`src/common/mps_params.svh`:
```
`ifndef MPS_PARAMS_SVH
`define MPS_PARAMS_SVH

// Register indices on the plain register port
`define MPS_ADDR_PWM        4'h0
`define MPS_ADDR_CFG        4'h1
`define MPS_ADDR_ISTAT      4'h2
`define MPS_ADDR_IMASK      4'h3

// Reset values
`define MPS_PWM_RESET       8'h00
`define MPS_CFG_RESET       8'h02
`define MPS_IMASK_RESET     2'h0
`define MPS_ISTAT_RESET     2'h0

// pwm_gate_offtime fields
`define MPS_PWM_DEBUG_BIT   7
`define MPS_PWM_GATE_HI     6
`define MPS_PWM_GATE_LO     4
`define MPS_PWM_OFF_HI      3
`define MPS_PWM_OFF_LO      0

// sampling_clock_config fields
`define MPS_CFG_DELAY_HI    7
`define MPS_CFG_DELAY_LO    4
`define MPS_CFG_FLAG_BIT    3
`define MPS_CFG_MASK_BIT    2
`define MPS_CFG_PRE_HI      1
`define MPS_CFG_PRE_LO      0

// Interrupt status and mask layout
`define MPS_IRQ_LATE_BIT    0
`define MPS_IRQ_COMM_BIT    1
`define MPS_IRQ_ZERO_BIT    2

// Prescaler selections and terminal counts
`define MPS_PRE_DIV1        2'h0
`define MPS_PRE_DIV2        2'h1
`define MPS_PRE_LAST_DIV1   2'h0
`define MPS_PRE_LAST_DIV2   2'h1
`define MPS_PRE_LAST_DIV4   2'h3

// Timing: one code step is 2.5 us at a 4 MHz peripheral clock
`define MPS_STEP_NS         2500
`define MPS_PERIPH_REF_KHZ  4000
`define MPS_NS_PER_MS       1000000
`define MPS_STEP_TICKS      ((`MPS_STEP_NS * `MPS_PERIPH_REF_KHZ) / `MPS_NS_PER_MS)

`endif

```
`src/common/mps_pkg.sv`:
```
package mps_pkg;

   typedef enum logic [0:0] {
      MPS_SMP_IDLE,
      MPS_SMP_WAIT
   } mps_smp_state_type;

   typedef logic [7:0] mps_reg_type;
   typedef logic [1:0] mps_pre_type;

endpackage

```
`src/core/mps_prescaler.sv`:
```
`timescale 1ns/1ps
`include "mps_params.svh"

module mps_prescaler (
   input  wire logic             sys_clk,
   input  wire logic             nrst,
   input  wire mps_pkg::mps_pre_type div_sel,
   output logic                  tick
);
   import mps_pkg::*;

   logic [1:0] cnt_ff;
   logic [1:0] nxt_cnt;
   logic       tick_ff;
   logic [1:0] last_cnt;
   logic       at_last;

   // ************************************************
   // Divide selection: 10 and 11 both divide by four
   // ************************************************
   assign last_cnt = (div_sel == `MPS_PRE_DIV1) ? `MPS_PRE_LAST_DIV1 :
                     (div_sel == `MPS_PRE_DIV2) ? `MPS_PRE_LAST_DIV2 :
                                                  `MPS_PRE_LAST_DIV4;
   assign at_last  = (cnt_ff >= last_cnt);
   assign nxt_cnt  = at_last ? 2'h0 : cnt_ff + 2'h1;
   assign tick     = tick_ff;

   always_ff @(posedge sys_clk) begin
      if (!nrst) begin
         cnt_ff  <= 2'h0;
         tick_ff <= 1'b0;
      end else begin
         cnt_ff  <= nxt_cnt;
         tick_ff <= at_last;
      end
   end

   // A tick always leaves the count at zero, so at divide by four three quiet cycles must follow it
   a_div4_spacing: assert property (@(posedge sys_clk) disable iff (!nrst)
      (tick_ff && div_sel[1]) ##1 div_sel[1] [*2] |=>
         !tick_ff && !$past(tick_ff) && !$past(tick_ff, 2))
      else $error("divide-by-four tick came early");

   a_div1_every: assert property (@(posedge sys_clk) disable iff (!nrst)
      (div_sel == `MPS_PRE_DIV1) [*2] |=> tick_ff)
      else $error("undivided tick missing");

endmodule // mps_prescaler

```
`src/core/mps_top.sv`:
```
`timescale 1ns/1ps
`include "mps_params.svh"

// Functional notes
// - Debug bit routes C/D/Z events, or C/U in speed mode, to debug pins
// - Each W/V/U gate bit passes its compare PWM to its pin
// - Sensorless, zero delay code, on_time_sampling low: minimum off-time 2.5 us times (code+1)
// - All durations are counted in peripheral clock ticks, 4 MHz reference
// - Delay code sets on-time sampling wait 2.5 us times code; zero means off-time
// - Sample expiring in off-time is discarded and sets the late flag
// - Late mask bit enables the late-sample interrupt
// - Late-sample interrupt concerns zero-crossing sampling only
// - Late-sample interrupt only possible with a nonzero delay code
// - Prescaler: 00 undivided, 01 divide by 2, 1x divide by 4
// - Reset loads config register 02h and PWM register 00h
module mps_top (
   input  wire logic              sys_clk,
   input  wire logic              nrst,
   input  wire logic [3:0]        reg_addr,
   input  wire mps_pkg::mps_reg_type reg_wdata,
   input  wire logic              reg_wr,
   input  wire logic              reg_rd,
   output mps_pkg::mps_reg_type   reg_rdata,
   input  wire logic              cmp_pwm_u,
   input  wire logic              cmp_pwm_v,
   input  wire logic              cmp_pwm_w,
   input  wire logic              pwm_on_time,
   input  wire logic              sensor_select,
   input  wire logic              speed_mode,
   input  wire logic              on_time_sampling,
   input  wire logic              comm_event,
   input  wire logic              demag_event,
   input  wire logic              zero_event,
   input  wire logic              u_event,
   output logic                   u_phase_pwm_pin,
   output logic                   v_phase_pwm_pin,
   output logic                   w_phase_pwm_pin,
   output logic                   debug_cd_event_pin,
   output logic                   debug_zero_event_pin,
   output logic                   zero_sample_strobe,
   output logic                   peripheral_clock,
   output logic                   irq
);
   import mps_pkg::*;

   localparam logic [7:0] STEP_TICKS = 8'(`MPS_STEP_TICKS);

   // ************************************************
   // Registers
   // ************************************************
   mps_reg_type       pwm_reg_ff;
   mps_reg_type       cfg_reg_ff;
   logic [2:1]        istat_ff;
   logic [2:1]        imask_ff;
   mps_reg_type       rdata_ff;
   logic              irq_ff;
   logic [1:0]        dbg_ff;
   logic              strobe_ff;
   logic              pwm_on_d_ff;
   mps_smp_state_type smp_state_ff;
   logic [7:0]        dly_cnt_ff;
   logic [2:0]        out_ff;
   logic [7:0]        off_cnt_ff [3];

   mps_reg_type       nxt_pwm_reg;
   mps_reg_type       nxt_cfg_reg;
   logic [2:1]        nxt_istat;
   logic [2:1]        nxt_imask;
   mps_reg_type       nxt_rdata;
   logic              nxt_irq;
   logic [1:0]        nxt_dbg;
   logic              nxt_strobe;
   logic              nxt_flag;
   mps_smp_state_type nxt_smp_state;
   logic [7:0]        nxt_dly_cnt;
   logic [2:0]        nxt_out;
   logic [7:0]        nxt_off_cnt [3];

   // ************************************************
   // Address decode and field views
   // ************************************************
   wire       wr_pwm    = reg_wr && (reg_addr == `MPS_ADDR_PWM);
   wire       wr_cfg    = reg_wr && (reg_addr == `MPS_ADDR_CFG);
   wire       wr_istat  = reg_wr && (reg_addr == `MPS_ADDR_ISTAT);
   wire       wr_imask  = reg_wr && (reg_addr == `MPS_ADDR_IMASK);
   wire       dbg_on    = pwm_reg_ff[`MPS_PWM_DEBUG_BIT];
   wire [2:0] gate      = pwm_reg_ff[`MPS_PWM_GATE_HI:`MPS_PWM_GATE_LO];
   wire [3:0] off_code  = pwm_reg_ff[`MPS_PWM_OFF_HI:`MPS_PWM_OFF_LO];
   wire [3:0] dly_code  = cfg_reg_ff[`MPS_CFG_DELAY_HI:`MPS_CFG_DELAY_LO];
   wire       late_flag = cfg_reg_ff[`MPS_CFG_FLAG_BIT];
   wire       late_mask = cfg_reg_ff[`MPS_CFG_MASK_BIT];
   wire [2:0] raw_pwm   = {cmp_pwm_w, cmp_pwm_v, cmp_pwm_u};
   wire       tick;

   // ************************************************
   // Peripheral clock prescaler
   // ************************************************
   mps_prescaler u_prescaler (
      .sys_clk (sys_clk),
      .nrst    (nrst),
      .div_sel (cfg_reg_ff[`MPS_CFG_PRE_HI:`MPS_CFG_PRE_LO]),
      .tick    (tick)
   );
   assign peripheral_clock = tick;

   // ************************************************
   // On-time sampling delay
   // ************************************************
   // Durations count prescaled ticks, so they scale with the prescaler
   wire [7:0] dly_target = 8'({4'h0, dly_code} * STEP_TICKS);
   wire       pwm_on_rise = pwm_on_time && !pwm_on_d_ff;
   // Only zero-crossing sampling in sensorless mode uses the delayed path
   wire       smp_start = pwm_on_rise && (dly_code != 4'h0) && !sensor_select;
   wire       smp_expire = (smp_state_ff == MPS_SMP_WAIT) && tick &&
                           (dly_cnt_ff >= dly_target - 8'h01);
   wire       late_set  = smp_expire && !pwm_on_time;

   always_comb begin
      nxt_smp_state = smp_state_ff;
      nxt_dly_cnt   = dly_cnt_ff;
      nxt_strobe    = 1'b0;
      case (smp_state_ff)
         MPS_SMP_IDLE: begin
            if (smp_start) begin
               nxt_smp_state = MPS_SMP_WAIT;
               nxt_dly_cnt   = 8'h00;
            end
         end
         MPS_SMP_WAIT: begin
            if (smp_expire) begin
               nxt_smp_state = MPS_SMP_IDLE;
               nxt_strobe    = pwm_on_time;
            end else if (tick) begin
               nxt_dly_cnt = dly_cnt_ff + 8'h01;
            end
         end
         default: begin
            nxt_smp_state = MPS_SMP_IDLE;
         end
      endcase
   end

   // ************************************************
   // Minimum off-time, one stage per phase
   // ************************************************
   wire       enforce    = !sensor_select && (dly_code == 4'h0) && !on_time_sampling;
   wire [7:0] off_target = 8'(({4'h0, off_code} + 8'h01) * STEP_TICKS);

   genvar gi;
   generate
      for (gi = 0; gi < 3; gi++) begin : g_phase
         wire off_ok = !enforce || (off_cnt_ff[gi] >= off_target);
         // Once on, a pulse is not cut short; only its restart is held back
         assign nxt_out[gi] = gate[gi] && raw_pwm[gi] && (out_ff[gi] || off_ok);
         assign nxt_off_cnt[gi] = out_ff[gi] ? 8'h00 :
                                  (tick && off_cnt_ff[gi] != 8'hff) ?
                                  off_cnt_ff[gi] + 8'h01 : off_cnt_ff[gi];

         always_ff @(posedge sys_clk) begin
            if (!nrst) begin
               out_ff[gi]     <= 1'b0;
               off_cnt_ff[gi] <= 8'hff;
            end else begin
               out_ff[gi]     <= nxt_out[gi];
               off_cnt_ff[gi] <= nxt_off_cnt[gi];
            end
         end

         a_gate_blocks: assert property (@(posedge sys_clk) disable iff (!nrst)
            !gate[gi] |=> !out_ff[gi])
            else $error("phase pin driven with gate clear");

         a_min_off_hold: assert property (@(posedge sys_clk) disable iff (!nrst)
            (enforce && !out_ff[gi] && off_cnt_ff[gi] < off_target) |=> !out_ff[gi])
            else $error("phase restarted inside minimum off-time");
      end
   endgenerate

   assign u_phase_pwm_pin = out_ff[0];
   assign v_phase_pwm_pin = out_ff[1];
   assign w_phase_pwm_pin = out_ff[2];

   // ************************************************
   // Debug event pins
   // ************************************************
   assign nxt_dbg[0] = dbg_on && (speed_mode ? comm_event : (comm_event || demag_event));
   assign nxt_dbg[1] = dbg_on && (speed_mode ? u_event : zero_event);

   // ************************************************
   // Register updates and interrupt
   // ************************************************
   // Hardware set wins over a clear in the same cycle
   assign nxt_flag = late_set ||
                     (late_flag && !(wr_cfg && !reg_wdata[`MPS_CFG_FLAG_BIT]) &&
                      !(wr_istat && reg_wdata[`MPS_IRQ_LATE_BIT]));

   always_comb begin
      nxt_pwm_reg = wr_pwm ? reg_wdata : pwm_reg_ff;
      nxt_cfg_reg = wr_cfg ? reg_wdata : cfg_reg_ff;
      nxt_cfg_reg[`MPS_CFG_FLAG_BIT] = nxt_flag;
      if (wr_imask) begin
         nxt_cfg_reg[`MPS_CFG_MASK_BIT] = reg_wdata[`MPS_IRQ_LATE_BIT];
      end
      nxt_imask = wr_imask ? reg_wdata[2:1] : imask_ff;
      nxt_istat = istat_ff & ~(wr_istat ? reg_wdata[2:1] : 2'h0);
      nxt_istat = nxt_istat | {zero_event, comm_event};
   end

   assign nxt_irq = (late_flag && late_mask) || |(istat_ff & imask_ff);

   assign nxt_rdata = !reg_rd                     ? 8'h00 :
                      (reg_addr == `MPS_ADDR_PWM)   ? pwm_reg_ff :
                      (reg_addr == `MPS_ADDR_CFG)   ? cfg_reg_ff :
                      (reg_addr == `MPS_ADDR_ISTAT) ? {5'h00, istat_ff, late_flag} :
                      (reg_addr == `MPS_ADDR_IMASK) ? {5'h00, imask_ff, late_mask} :
                                                      8'h00;

   always_ff @(posedge sys_clk) begin
      if (!nrst) begin
         pwm_reg_ff   <= `MPS_PWM_RESET;
         cfg_reg_ff   <= `MPS_CFG_RESET;
         istat_ff     <= `MPS_ISTAT_RESET;
         imask_ff     <= `MPS_IMASK_RESET;
         rdata_ff     <= 8'h00;
         irq_ff       <= 1'b0;
         dbg_ff       <= 2'h0;
         strobe_ff    <= 1'b0;
         pwm_on_d_ff  <= 1'b0;
         smp_state_ff <= MPS_SMP_IDLE;
         dly_cnt_ff   <= 8'h00;
      end else begin
         pwm_reg_ff   <= nxt_pwm_reg;
         cfg_reg_ff   <= nxt_cfg_reg;
         istat_ff     <= nxt_istat;
         imask_ff     <= nxt_imask;
         rdata_ff     <= nxt_rdata;
         irq_ff       <= nxt_irq;
         dbg_ff       <= nxt_dbg;
         strobe_ff    <= nxt_strobe;
         pwm_on_d_ff  <= pwm_on_time;
         smp_state_ff <= nxt_smp_state;
         dly_cnt_ff   <= nxt_dly_cnt;
      end
   end

   assign reg_rdata            = rdata_ff;
   assign irq                  = irq_ff;
   assign debug_cd_event_pin   = dbg_ff[0];
   assign debug_zero_event_pin = dbg_ff[1];
   assign zero_sample_strobe   = strobe_ff;

   // ************************************************
   // Checks
   // ************************************************
   a_reset_values: assert property (@(posedge sys_clk)
      !nrst |=> (cfg_reg_ff == `MPS_CFG_RESET) && (pwm_reg_ff == `MPS_PWM_RESET))
      else $error("register reset values wrong");

   a_debug_quiet: assert property (@(posedge sys_clk) disable iff (!nrst)
      !dbg_on |=> !debug_cd_event_pin && !debug_zero_event_pin)
      else $error("debug pin active outside debug mode");

   a_debug_speed: assert property (@(posedge sys_clk) disable iff (!nrst)
      (dbg_on && speed_mode && u_event) |=> debug_zero_event_pin)
      else $error("U event missing on debug pin");

   a_late_sets: assert property (@(posedge sys_clk) disable iff (!nrst)
      late_set |=> late_flag && !zero_sample_strobe)
      else $error("late sample not flagged or not discarded");

   a_late_delay: assert property (@(posedge sys_clk) disable iff (!nrst)
      $rose(late_flag) |-> $past(dly_code) != 4'h0)
      else $error("late flag with zero delay code");

   a_flag_sticky: assert property (@(posedge sys_clk) disable iff (!nrst)
      (late_flag && !wr_cfg && !wr_istat) |=> late_flag)
      else $error("late flag dropped without a write");

   a_irq_raise: assert property (@(posedge sys_clk) disable iff (!nrst)
      (late_flag && late_mask) |=> irq)
      else $error("interrupt missing for masked-in late flag");

   a_irq_quiet: assert property (@(posedge sys_clk) disable iff (!nrst)
      (!(late_flag && late_mask) && !(|(istat_ff & imask_ff))) |=> !irq)
      else $error("interrupt without enabled source");

   a_delay_start: assert property (@(posedge sys_clk) disable iff (!nrst)
      (smp_start && smp_state_ff == MPS_SMP_IDLE) |=> smp_state_ff == MPS_SMP_WAIT
         ##1 (smp_state_ff == MPS_SMP_WAIT) [*8])
      else $error("sampling delay did not run");

endmodule // mps_top

```
`config.mk`:
```
export PLATFORM = sky130hd
export DESIGN_NAME = mps_top
export DESIGN_NICKNAME = d
export VERILOG_FILES = /design/src/common/mps_pkg.sv /design/src/core/mps_prescaler.sv /design/src/core/mps_top.sv
export VERILOG_INCLUDE_DIRS = /design/src /design/src/common
export SDC_FILE = /design/constraint.sdc
export NUM_CORES = 1
export LEC_CHECK = 0
export BUFFER_PORTS_ARGS = -buffer_cell sky130_fd_sc_hd__buf_2
export CAP_MARGIN = 25
export CORE_UTILIZATION = 53
export CTS_CLUSTER_DIAMETER = 40
export DETAILED_ROUTE_END_ITERATION = 8
export PLACE_DENSITY = 0.76
export SYNTH_ARGS = -nofsm -noshare
export SYNTH_HDL_FRONTEND = slang
export SYNTH_HIERARCHICAL = 1
export SYNTH_SLANG_ARGS = --single-unit
```
`constraint.sdc`:
```
create_clock -name sys_clk -period 3.3 [get_ports sys_clk]
set_input_delay 0 -clock sys_clk [delete_from_list [all_inputs] [get_ports sys_clk]]
set_output_delay 0 -clock sys_clk [all_outputs]
set_load 0.02 [all_outputs]
```
* Word-level counts from Yosys, hierarchy flattened *
Memories as Yosys holds them, arrays and structs flattened.
Cells that the tools add are included.

storage, ports and cells
  register bits after elaboration = 48
  output and inout port bits = 16
  bits of input ports = 27
  bits in writable memories = 24
  memories kept = 1
  word-level logic and storage cells = 136

operators by class
  muxes and demuxes = 29
  equal/unequal tests = 10
  add/subtract/negate cells = 7
  bitwise operators = 9
  multiply operators = 2
  $lt $le $gt $ge = 5
  reduce and logical (&&, ||, !) cells = 55

memories
  name        depth  width  read ports  clocked after Yosys merged registers in  wr ports  line           text
  off_cnt_ff  3      8      3           0                                        3         mps_top.sv:63  logic [7:0] off_cnt_ff [3];

operators by type and width
  kind                   count
  $mux W8                14
  $add A8 B1 Y8 const B  4
  $ge A8 B8 Y1           4
  $logic_and A1 B1 Y1    28
  $ne A8 B8 Y1 const B   3
  $pmux W8 S2            1
  $logic_or A1 B1 Y1     9
  $mux W3                3
  $eq A4 B2 Y1 const B   2
  $logic_not A1 Y1       8
  $logic_not A4 Y1       2
  $sub A8 B1 Y8 const B  1
  $mul A4 B3 Y7 const B  1
  $mul A5 B3 Y7 const B  1
  $mux W1                7
  $mux W2                3
  $reduce_and A3 Y1      2
  $add A4 B1 Y5 const B  1
  $and A2 B2 Y2          2
  $eq A4 B1 Y1 const B   1
  $ne A2 B2 Y1 const B   2
  $reduce_bool A4 Y1     1
  $reduce_or A2 Y1       2
  $or A1 B1 Y1           3
  other kinds (11)       12

* Logic depth before layout (Yosys ltp) *
  depth in word-level cells = 7
  mapped depth = 15
  depth with buffers taken out = 14

* Hierarchy *
The synthesis kept the hierarchy.

by module, submodules not included
  module         cells an instance  seq. area each (sq um)  area an instance (sq um)  times used
  mps_top        425                1381.3                  3972.6                    1
  mps_prescaler  14                 60.1                    148.9                     1

* Worst setup path after synthesis *
Ideal clock, no wire load.

  kind = reg-to-reg
  from = reg cfg_reg_ff[7]
  to = reg dly_cnt_ff[6]
  library setup time = 0.063 ns
  data required time = 3.237 ns
  data arrival time = 3.370 ns
  buffers on the path = 0
  slack = -0.133 ns
  clock period less this slack = 3.433 ns
  cell stages (with the launch flop) = 15
  path through = dfxtp_1 ha_1 ha_1 inv_1 fa_1 nor2b_1 nor4bb_1 xnor2_1 a21oi_1 ha_1 o21a_1 a211oi_2 o21ai_2 or4_1 nand3_1

on the way
  longest elaborated chain between the ends = 6
  elaborated cells between the ends (all ways) = 10
  classes of those cells = add/sub: 1; mul: 1; order compare: 1; eq/ne: 2; reduce/logical: 5

ends and longest elaborated chain
  what                                  line            text
  start, declared                       mps_top.sv:52   mps_reg_type cfg_reg_ff;
  start signal, assigned                mps_top.sv:221  cfg_reg_ff <= `MPS_CFG_RESET;
  start signal, assigned                mps_top.sv:233  cfg_reg_ff <= nxt_cfg_reg;
  $mul A4 B3 Y7                         mps_top.sv:110  wire [7:0] dly_target = 8'({4'h0, dly_code} * STEP_TICKS);
  $sub A8 B1 Y8                         mps_top.sv:115  (dly_cnt_ff >= dly_target - 8'h01);
  $ge A8 B8 Y1                          mps_top.sv:115
  $logic_and A1 B1 Y1                   mps_top.sv:114  wire smp_expire = (smp_state_ff == MPS_SMP_WAIT) && tick &&
  $ne A2 B2 Y1 (no source line)         n/a
  $reduce_and A3 Y1 (no source line) *  n/a
  end signal, assigned                  mps_top.sv:242  dly_cnt_ff <= nxt_dly_cnt;
  end, declared                         mps_top.sv:61   logic [7:0] dly_cnt_ff;

Every way passes the cells marked *; elsewhere a longest branch is shown, timed or not.
A chain may end at the register's enable or synchronous reset.

* Final worst setup path *
  from = reg cfg_reg_ff[7]
  to = reg dly_cnt_ff[7]

The elaborated chain is that of the path after synthesis.

==> summary.md <==
| Metric | Value |
|---|---|
| Status | complete, no violations |
| DPL Wire Length | 6529 µm |
| Max_cap viols | 0 |
| Fin util | 0.6820 |
| Die W | 90.19 µm |
| Slew @ Worst Pin | 0.7671 ns |
| Post-synthesis sequential area ratio | 0.3497 |
| Vias | 3550 |
| Routed WL per cell | 15.42 µm |
| PwrDens | 367.2 nW/µm² |
| Final hold vios | 0 |
| Post-synthesis xor/xnor area fraction | 0.06163 |
| Fraction of layout cells with a size suffix above 1 | 0.2054 |
| CTS buffer count | 9 |
| GRT overflow | 0 |
| Power Total | 1.846 mW |
| First-pass GRT wire length | 16050 µm |
| Post-Synth Simple-Gate Area | 0.1697 |
| Largest net degree at the start of global routing | 45 |
| H-tree levels | 3 |
| Longest Clk Path Bufs | 2 |
| TNS Setup | 0 ns |
| Area Overhead vs Synth | 21.95% |
| Placed Instances | 580 |
| First-pass iteration count of the detailed router | 6 |
| Diodes inserted | 0 |
| Most frequent cells in the layout | dfxtp_1, ha_1, buf_2 |
| Gr usage total | 0.2453 |
| Std cell rows | 31 |
| Die Height | 90.19 µm |
| FF-to-FF Start | cfg_reg_ff[7] |
| Post-synthesis mux area share | 0.07468 |
| Vias per cell | 5.772 |
| Die ar. | 8133 µm² |
| Mapped Avg Cell Area | 9.388 µm² |
| Yosys reg bits | 72 |
| Routability cong. | 0.8619 |
| Root Buffer | clkbuf_8 |
| Placeable Area | 7370 µm² |
| Max-slew headroom | 0.4886 |
| Starting Density | 0.5593 |
| Worst Skew | 0.007213 ns |
| Antenna violations before repair | 0 |
| PortBufs | 42 |
| Filler-free cell count of the finished design | 615 |
| Hold path start | reg_addr[2] |
| Layout Nets | 585 |
| Distinct cells, synth | 58 |
| Hold WC Path Type | in2reg |
| Setup Viol. Count Final | 0 |
| Commonest non-fill, non-tap cell in the layout | dfxtp_1 |
| Synthesized cell area | 4121 µm² |
| FF+latch area | 1444 µm² |
| Filler Cells Inserted | 569 |
| Pins Over Slew Limit | 0 |
| CP startpoint kind | flop |
| Worst Setup End Kind | flop |
| EDFF count, synth | 0 |
| Area of the multi-input gates | 2660 µm² |
| Post-route ant nets | 0 |
| Post-synthesis compound-gate area fraction | 0.1651 |
| Clock Latency Late Sink | 0.36 ns |
| Final min period | 3.288 ns |
| Adder-Cell Fraction of Synth Area | 0.1463 |
| Clock transition at the registers of the reported paths | 0.08 ns |
| Largest family of logic cells by synthesized area | simple AND/OR/NAND/NOR gates |
| Leakage | 2.189 nW |
| Synth warnings | 6 |
| Detailed Route WL | 9481 µm |
| Worst Path Arrival | 3.53 ns |
| Vias in the first global route | 3496 |
| RSZ-0062 raised after global routing | yes |
| Synth Net Count | 513 |
| Fin crit share | 0.9963 |
| Critical path class | reg2reg |
| TritonCTS clock tree | done |
| Max Fanout on Critical Path | 6 |
| Max Clk Rate | 0.3042 GHz |
| Post-synth ARST share | 0 |
| Clock sinks | 72 |
| DR iter-0 viols | 171 |
| Crit path launch | cfg_reg_ff[7] |
| Post-synthesis instance total | 439 |
| Post-synth top flop | dfxtp_1 |
| Peak supply drop | 244.6 µV |
| WP data required | 3.54 ns |
| Number of remaining DRC errors | 0 |
| Ports | 43 |
[where the power goes]
| group | internal, mW | switching [mW] |
|---|---|---|
| clock network | 0.426 | 0.342 |
| registers | 0.884 | 0.0196 |
| logic | 0.0874 | 0.0868 |
| total | 1.40 | 0.448 |
[logic make-up (layout without fill, tap and decap cells)]
family                   count (synthesis)  after routing
XOR/XNOR                                29             29
AO/OA/AOI/OAI                           97             97
AND/OR/NAND/NOR                        133            133
adder cells (fa/ha/maj)                 47             47
flip-flops                              72             72
buffers and inverters                   34            111
multiplexers                            27             27
[sequential cells by signal (all words and copies together) (netlist names)]
| register | cells |
|---|---|
| reg_rdata | 8 |
| cfg_reg_ff | 8 |
| zero_sample_strobe | 1 |
| pwm_on_d_ff | 1 |
| w_phase_pwm_pin | 1 |
| v_phase_pwm_pin | 1 |
| irq | 1 |
| u_phase_pwm_pin | 1 |
| u_prescaler/tick | 1 |
| off_cnt_ff | 24 |
| u_prescaler/cnt_ff | 2 |
| dbg_ff | 2 |
| istat_ff | 2 |
| imask_ff | 2 |
| dly_cnt_ff | 8 |
| smp_state_ff | 1 |
| pwm_reg_ff | 8 |
[critical path, cell delays in order, from the launching register on]
cell      delay [ns]
dfxtp_2         0.34
ha_4            0.27
ha_4            0.12
inv_2           0.03
fa_1            0.51
nor2b_4         0.15
nor4bb_4        0.20
xnor2_1         0.14
a21oi_1         0.09
ha_1            0.31
o21a_1          0.15
a21oi_2         0.17
o211ai_2        0.17
buf_6           0.17
o31ai_2         0.26
a221oi_2        0.09
[final timing paths]
kind | to | slack, ns | cells after the start
worst max-delay path | dly_cnt_ff[7] | 0.01 | 15
worst min-delay path | reg_rdata[1] | 0.02 | 4
worst max register to register | dly_cnt_ff[7] | 0.01 | 15
worst min register to register | imask_ff[1] | 0.53 | 2
[cell usage after synthesis (all sizes together), types with 14 or more instances]
master / n / area, µm²
nor2: 37 / 146.4
a21oi: 19 / 102.6
nand4: 15 / 93.84
nand3: 20 / 100.1
o21ai: 27 / 138.9
nand2: 19 / 71.32
xor2: 15 / 131.4
ha: 45 / 563.0
xnor2: 14 / 122.6
inv: 20 / 75.07
dfxtp: 72 / 1441
mux2i: 24 / 240.2
[final cells by class]
type | instances | area share
Clock inverter | 7 | 0.01892
Inverter | 21 | 0.01568
Sequential cell | 72 | 0.2873
Clock buffer | 9 | 0.02465
Timing Repair Buffer | 74 | 0.09958
Multi-Input combinational cell | 333 | 0.5293
Tap cell | 99 | 0.02465
[what timing repair did]
action	4_1_cts	5_1_grt
endpoints found under the hold margin	28	0
endpoints found under the setup margin	6	9
pin swaps	6	7
gates resized for setup	9	13
hold buffers	17	0
setup buffers	1	1
[metrics by stage]
| stage | hold slack, ns | setup WS [ns] | cell area [µm²] |
|---|---|---|---|
| global placement | 0.2274 | 0.05456 | 4514 |
| global route | 0.04617 | -0.2064 | 5026 |
| floorplan | 0.09432 | 0.01906 | 4139 |
| detailed placement | 0.2331 | -0.03141 | 4514 |
| CTS | 0.01119 | 0.01593 | 4961 |
| finish | 0.02325 | 0.01218 | 5026 |
[metal layers]
layer,GRT usage,share of wire
met1,0.3029,0.44
met2,0.4243,0.51
met3,0.04738,0.037
met4,0.08737,0.012
met5,0,0
No activity file was read; power rests on OpenSTA's default activity.
